### src/common/wrs_params.svh
// constants and overview for the wait-on-reservation stall controller
//
// Overview of operation
// - the no-timeout wait holds the hart stalled in low power until the reservation breaks or an interrupt shows.
// - any stall lasts only while the reservation is valid and no interrupt is pending, enabled or not.
// - the short-timeout wait also ends its stall once a fixed short time has passed.
// - both waits run in every privilege mode, trapping only under the timeout-wait conditions.
// - the hart may end a stall early for reasons of its own and complete the wait.
// - waking on a pending interrupt follows the wait-for-interrupt resume rules.
// - with the machine trap bit set, a no-timeout wait outside machine mode that overruns raises illegal instruction.
// - in virtual modes with only the virtual trap bit set, an overrunning no-timeout wait raises virtual instruction.
// - with the machine trap bit clear, a user-mode no-timeout wait never raises illegal instruction.
// - the short timeout is about ten to one hundred cache-miss latencies.
`ifndef WRS_PARAMS_SVH
`define WRS_PARAMS_SVH

// -----------------------------------------------------------------------------
// timing
// -----------------------------------------------------------------------------
`define WRS_CLK_PERIOD_PS   5000
`define WRS_SHORT_TIME_NS   1000
`define WRS_SHORT_CYCLES    ((`WRS_SHORT_TIME_NS * 1000) / `WRS_CLK_PERIOD_PS)
`define WRS_TRAP_TIME_NS    4000
`define WRS_TRAP_CYCLES     ((`WRS_TRAP_TIME_NS * 1000) / `WRS_CLK_PERIOD_PS)
`define WRS_CNT_W           12
`define WRS_CNT_ZERO        12'h000
`define WRS_CNT_ONE         12'h001

// -----------------------------------------------------------------------------
// privilege encodings
// -----------------------------------------------------------------------------
`define WRS_PRIV_U          2'h0
`define WRS_PRIV_S          2'h1
`define WRS_PRIV_M          2'h3

`endif

### src/common/wrs_pkg.sv
// types for the wait-on-reservation stall controller
package wrs_pkg;

  typedef enum logic [2:0] {
    WRS_IDLE  = 3'h1,
    WRS_STALL = 3'h2,
    WRS_DONE  = 3'h4
  } wrs_state_e;

  typedef struct packed {
    logic       valid;
    logic       no_timeout;
    logic [1:0] priv;
    logic       virt;
  } wrs_issue_s;

  typedef struct packed {
    logic machine_timeout_wait_trap;
    logic virtual_timeout_wait_trap;
  } wrs_trap_cfg_s;

  typedef struct packed {
    logic retire;
    logic illegal_instr;
    logic virtual_instr;
  } wrs_result_s;

endpackage : wrs_pkg

### src/wrs_stall_ctrl.sv
// stall controller for the two wait-on-reservation instructions
`timescale 1ns/1ps
`default_nettype none
`include "wrs_params.svh"

module wrs_stall_ctrl (
  input  wire logic                   clk_i,
  input  wire logic                   rst_n_i,
  input  wire wrs_pkg::wrs_issue_s    issue_i,
  input  wire wrs_pkg::wrs_trap_cfg_s trap_cfg_i,
  input  wire logic                   resv_valid_i,
  input  wire logic                   irq_pending_i,
  input  wire logic                   early_exit_i,
  output logic                        stall_o,
  output logic                        low_power_o,
  output wrs_pkg::wrs_result_s        result_o
);

  // ---------------------------------------------------------------------------
  // state
  // ---------------------------------------------------------------------------
  wrs_pkg::wrs_state_e  state_r;
  wrs_pkg::wrs_state_e  state_nxt;
  logic                 nto_r;
  logic                 trap_m_r;
  logic                 trap_v_r;
  logic                 sto_expired;
  logic                 trap_expired;
  logic                 wake;
  logic                 trap_fire;
  wrs_pkg::wrs_result_s result_nxt;
  wrs_pkg::wrs_result_s result_r;

  localparam logic [`WRS_CNT_W-1:0] STO_LOAD  = `WRS_CNT_W'(`WRS_SHORT_CYCLES);
  localparam logic [`WRS_CNT_W-1:0] TRAP_LOAD = `WRS_CNT_W'(`WRS_TRAP_CYCLES);

  wire start = issue_i.valid && (state_r == wrs_pkg::WRS_IDLE);

  // ---------------------------------------------------------------------------
  // trap eligibility, latched at issue
  // ---------------------------------------------------------------------------
  always_ff @(posedge clk_i) begin
    if (!rst_n_i) begin
      nto_r    <= 1'b0;
      trap_m_r <= 1'b0;
      trap_v_r <= 1'b0;
    end else if (start) begin
      nto_r    <= issue_i.no_timeout;
      // machine mode never traps; non-virtual user mode only via the machine bit
      trap_m_r <= issue_i.no_timeout && trap_cfg_i.machine_timeout_wait_trap
                  && (issue_i.priv != `WRS_PRIV_M);
      trap_v_r <= issue_i.no_timeout && issue_i.virt
                  && trap_cfg_i.virtual_timeout_wait_trap
                  && !trap_cfg_i.machine_timeout_wait_trap;
    end
  end

  // ---------------------------------------------------------------------------
  // timers
  // ---------------------------------------------------------------------------
  // short timeout ~1 us: tens of cache-miss latencies at typical memory delay
  wrs_timer u_sto_timer (
    .clk_i     (clk_i),
    .rst_n_i   (rst_n_i),
    .start_i   (start),
    .run_i     ((state_r == wrs_pkg::WRS_STALL) && !nto_r),
    .load_i    (STO_LOAD),
    .expired_o (sto_expired)
  );

  wrs_timer u_trap_timer (
    .clk_i     (clk_i),
    .rst_n_i   (rst_n_i),
    .start_i   (start),
    .run_i     ((state_r == wrs_pkg::WRS_STALL) && (trap_m_r || trap_v_r)),
    .load_i    (TRAP_LOAD),
    .expired_o (trap_expired)
  );

  // ---------------------------------------------------------------------------
  // stall machine
  // ---------------------------------------------------------------------------
  // pending interrupt wakes regardless of enable, as for wait-for-interrupt
  assign wake      = !resv_valid_i || irq_pending_i || early_exit_i
                     || sto_expired;
  // a normal wake in the same cycle beats the trap: the wait did complete
  assign trap_fire = trap_expired && !wake;

  always_comb begin
    state_nxt  = state_r;
    result_nxt = '0;
    unique case (state_r)
      wrs_pkg::WRS_IDLE: begin
        if (issue_i.valid) begin
          state_nxt = wrs_pkg::WRS_STALL;
        end
      end
      wrs_pkg::WRS_STALL: begin
        if (wake) begin
          state_nxt         = wrs_pkg::WRS_DONE;
          result_nxt.retire = 1'b1;
        end else if (trap_fire) begin
          state_nxt                = wrs_pkg::WRS_DONE;
          result_nxt.illegal_instr = trap_m_r;
          result_nxt.virtual_instr = trap_v_r && !trap_m_r;
        end
      end
      wrs_pkg::WRS_DONE: begin
        state_nxt = wrs_pkg::WRS_IDLE;
      end
      default: begin
        state_nxt = wrs_pkg::WRS_IDLE;
      end
    endcase
  end

  always_ff @(posedge clk_i) begin
    if (!rst_n_i) begin
      state_r <= wrs_pkg::WRS_IDLE;
    end else begin
      state_r <= state_nxt;
    end
  end

  always_ff @(posedge clk_i) begin
    if (!rst_n_i) begin
      result_r <= '0;
    end else begin
      result_r <= result_nxt;
    end
  end

  // hold the pipeline from the issue cycle through the last stall cycle
  assign stall_o     = (state_r == wrs_pkg::WRS_STALL) || issue_i.valid
                       && (state_r == wrs_pkg::WRS_IDLE);
  assign low_power_o = (state_r == wrs_pkg::WRS_STALL);
  assign result_o    = result_r;
endmodule : wrs_stall_ctrl
`default_nettype wire

### src/wrs_timer.sv
// down-counter that flags when a loaded interval has elapsed
`timescale 1ns/1ps
`default_nettype none
`include "wrs_params.svh"

module wrs_timer (
  input  wire logic                  clk_i,
  input  wire logic                  rst_n_i,
  input  wire logic                  start_i,
  input  wire logic                  run_i,
  input  wire logic [`WRS_CNT_W-1:0] load_i,
  output logic                       expired_o
);

  logic [`WRS_CNT_W-1:0] cnt_r;

  always_ff @(posedge clk_i) begin
    if (!rst_n_i) begin
      cnt_r <= `WRS_CNT_ZERO;
    end else if (start_i) begin
      cnt_r <= load_i;
    end else if (run_i && cnt_r != `WRS_CNT_ZERO) begin
      cnt_r <= cnt_r - `WRS_CNT_ONE;
    end
  end

  assign expired_o = run_i && (cnt_r == `WRS_CNT_ONE);

endmodule : wrs_timer
`default_nettype wire

### config.mk
export PLATFORM = sky130hd
export DESIGN_NAME = wrs_stall_ctrl
export DESIGN_NICKNAME = d
export VERILOG_FILES = /design/src/common/wrs_pkg.sv /design/src/wrs_stall_ctrl.sv /design/src/wrs_timer.sv
export VERILOG_INCLUDE_DIRS = /design/src /design/src/common
export SDC_FILE = /design/constraint.sdc
export NUM_CORES = 1
export LEC_CHECK = 0
export BUFFER_PORTS_ARGS = -buffer_cell sky130_fd_sc_hd__buf_4
export CAP_MARGIN = 20
export CORE_MARGIN = 2
export CORE_UTILIZATION = 56
export DETAILED_ROUTE_END_ITERATION = 10
export PLACE_DENSITY_LB_ADDON = 0.3
export SETUP_SLACK_MARGIN = 0.2
export SLEW_MARGIN = 20
export SYNTH_ARGS = -nofsm -noshare
export SYNTH_HDL_FRONTEND = slang
export SYNTH_SLANG_ARGS = --single-unit
### constraint.sdc
create_clock -name clk_i -period 2.15 [get_ports clk_i]
set_clock_uncertainty 0.05 [all_clocks]
set_input_delay 0.1075 -clock clk_i [delete_from_list [all_inputs] [get_ports clk_i]]
set_output_delay 0.1075 -clock clk_i [all_outputs]
set_load 0.005 [all_outputs]
==> impl_metrics.json <==
{
  "fp.dieW_um": 59.8,
  "antenna_found_initial": 0,
  "synth_top_area_cell": "dfxtp_1",
  "antenna_left": 0,
  "fin_crit_sh_pct": 87.0,
  "finalNonFillerCells": 259,
  "syn_to_final_growth_pct": 17.3,
  "avgViaCountPerCell": 6.36,
  "grt_max_degree": 16,
  "power_density_mw_per_mm2": 575,
  "rsz0062_at_grt": "no",
  "clockBufferDepth": 2,
  "cts_tree": "built",
  "row_count": 20,
  "drc": 0,
  "syn_avg_cell_area_um2": 8.71,
  "synth_area_mm2": 0.00174,
  "seq_area_frac_synth_pct": 37.9,
  "worstPathRequired_ns": 2.37,
  "track_usage_pct": 25.0,
  "cts_root_buf": "clkbuf_4",
  "fin_nets": 243,
  "overflow": 0,
  "portBuffers": 16,
  "drv_slew": 0,
  "synthFlopType": "dfxtp_1",
  "antenna_cells": 0,
  "clk_latency_ns": 0.34,
  "vias": 1646,
  "mappedNetlistNets": 218,
  "crit_type": "flop to flop",
  "synthTopCellsByArea": "dfxtp_1 38%, nand2_1 5.0%, ha_1 4.3%",
  "netlist-cell-type-count": 49,
  "critical_path.top_delay_family": "simple AND/OR/NAND/NOR gates",
  "critPathLaunchType": "flop",
  "synthCells": 200,
  "hold_class": "input pin to flop",
  "postCtsSetupRepairBufs": 0,
  "cap_violations": 0,
  "async_reset_ff_share_pct": 0,
  "synth.top_cell.area_share_pct": 37.9,
  "io_pins": 17,
  "grt_pass1_wl_um": 6700,
  "grt_pass1_vias": 1555,
  "hpwl_um": 3000,
  "hold_viol": 0,
  "dp.cells": 247,
  "die_h_um": 59.8,
  "worstPathArrival_ns": 2.09,
  "drt_iter0_drc": 109,
  "setup_violations": 0,
  "coreArea_mm2": 0.00300,
  "gp_congestion": 0.917,
  "min_period_ns": 1.87,
  "cts.sinks": 33,
  "fmax_mhz": 535,
  "yosysMostFrequentCell": "dfxtp_1",
  "status": "finished, final reports clean",
  "synthTopCellsByCount": "33 x dfxtp_1, 23 x nand2_1, 11 x a21oi_1",
  "path_cells": "or4_4 -> a211oi_4 -> or4b_1 -> a21oi_1",
  "tightest_slew_ns": 0.959,
  "ir_drop_v": 0.000422,
  "clk_pin_slew_ns": 0.10,
  "slew_headroom_pct": 35.8,
  "start_util_pct": 58.0,
  "fin_setup_tns_ns": 0,
  "wl_per_cell_um": 16.4,
  "slowest_stage": "or4_4",
  "end_kind": "flop",
  "final_layout_size_suffix_gt1_share_pct": 18.6,
  "p_leak_nw": 0.761,
  "cp_num_buf_inv": 0,
  "critical_path.max_stage_delay_ns": 0.57,
  "synth-seq-cells": 33,
  "drt_pre_antenna_iters": 4,
  "htree_num_levels": 2,
  "synth-edff-count": 0,
  "ys_warn_count": 0,
  "cts_inserted_buffers": 5,
  "drt_wl_total_um": 4240,
  "worstPathMaxFanout": 7,
  "dieArea_mm2": 0.00357
}
cells in the final DEF, fill, tap and decap left out, drive strengths merged, types with 4 or more instances in the layout:
| master | instances |
|---|---|
| a21oi | 11 |
| a31oi | 6 |
| and3 | 4 |
| buf | 22 |
| clkbuf | 8 |
| dfxtp | 33 |
| dlygate4sd3 | 4 |
| ha | 6 |
| inv | 4 |
| nand2 | 23 |
| nand3 | 6 |
| nand4 | 6 |
| nor2 | 10 |
| nor4 | 8 |
| o21ai | 8 |
| o31a | 4 |
| or3 | 10 |
| or4 | 5 |
layer usage:
metal | wire (um) | global-route usage (%)
met2 | 2080 | 43.6
met5 | 0 | 0
met3 | 163 | 7.79
met4 | 97 | 9.21
met1 | 1900 | 28.3
worst register-to-register path: stages, from the launching register on:
cell	delay [ns]
dfxtp_1	0.38
or4_4	0.57
a211oi_4	0.20
or4b_1	0.46
a21oi_1	0.15
area by class of cell:
type,count,area [um2]
clock buffer,8,48.8
fill,253,960
inverter,5,18.8
multi-input combinational,154,1050
sequential,33,663
tap,33,41.3
timing repair buffer,26,218
report_power, final:
part | switching [W] | internal (W)
Combinational | 0.000100 | 0.0000878
Clock | 0.000204 | 0.000130
Sequential | 0.0000244 | 0.000629
what timing repair did:
item / CTS / global route
endpoints found under the setup margin: 0 / 8
hold buffers: 3 / 1
endpoints found under the hold margin: 2 / 1
gates resized for setup: 0 / 6
sequential cells by signal, indices dropped and copies added (netlist names):
| register | cells |
|---|---|
| u_sto_timer.cnt_r | 12 |
| u_trap_timer.cnt_r | 12 |
| result_o | 3 |
| state_r | 3 |
| nto_r | 1 |
| trap_m_r | 1 |
| trap_v_r | 1 |
path summary, 6_finish.rpt:
check | start | to | slack [ns] | cells past startpoint
worst max-delay path | u_sto_timer.cnt_r[3]$_SDFFE_PN0P_ | u_sto_timer.cnt_r[9]$_SDFFE_PP0P_ | 0.28 | 4
worst min-delay path | issue_i[1] | trap_m_r$_SDFFE_PN0P_ | 0.06 | 3
worst max register to register | u_sto_timer.cnt_r[3]$_SDFFE_PN0P_ | u_sto_timer.cnt_r[9]$_SDFFE_PP0P_ | 0.28 | 4
worst min register to register | trap_v_r$_SDFFE_PN0P_ | trap_v_r$_SDFFE_PN0P_ | 0.41 | 2
logic make-up (layout without fill, tap and decap cells):
| family | after synthesis | in the layout | share of synthesized area, % |
|---|---|---|---|
| DFF | 33 | 33 | 37.9 |
| adders and majority gates | 6 | 6 | 4.31 |
| buffers and inverters | 13 | 39 | 3.09 |
| muxes | 3 | 3 | 1.72 |
| and+or+nand+nor | 98 | 98 | 34.1 |
| AOI/OAI and AO/OA | 47 | 47 | 18.8 |
stage by stage:
step / area (um2) / hold slack [ns] / setup WS (ns) / utilization [%] / total power [W]
detailed placement: 1930 / 0.314 / 0.246 / 64.1 / 0.000840
floorplan: 1740 / 0.212 / 0.407 / - / 0.000776
global placement: 1930 / 0.304 / 0.346 / 64.1 / 0.000833
finish: 2040 / 0.0632 / 0.280 / 68.0 / 0.00118
global route: 2040 / 0.0620 / 0.198 / 68.0 / 0.00123
CTS: 2000 / 0.00474 / 0.236 / 66.8 / 0.00116
Note: power is estimated with default switching activity, not from simulation.
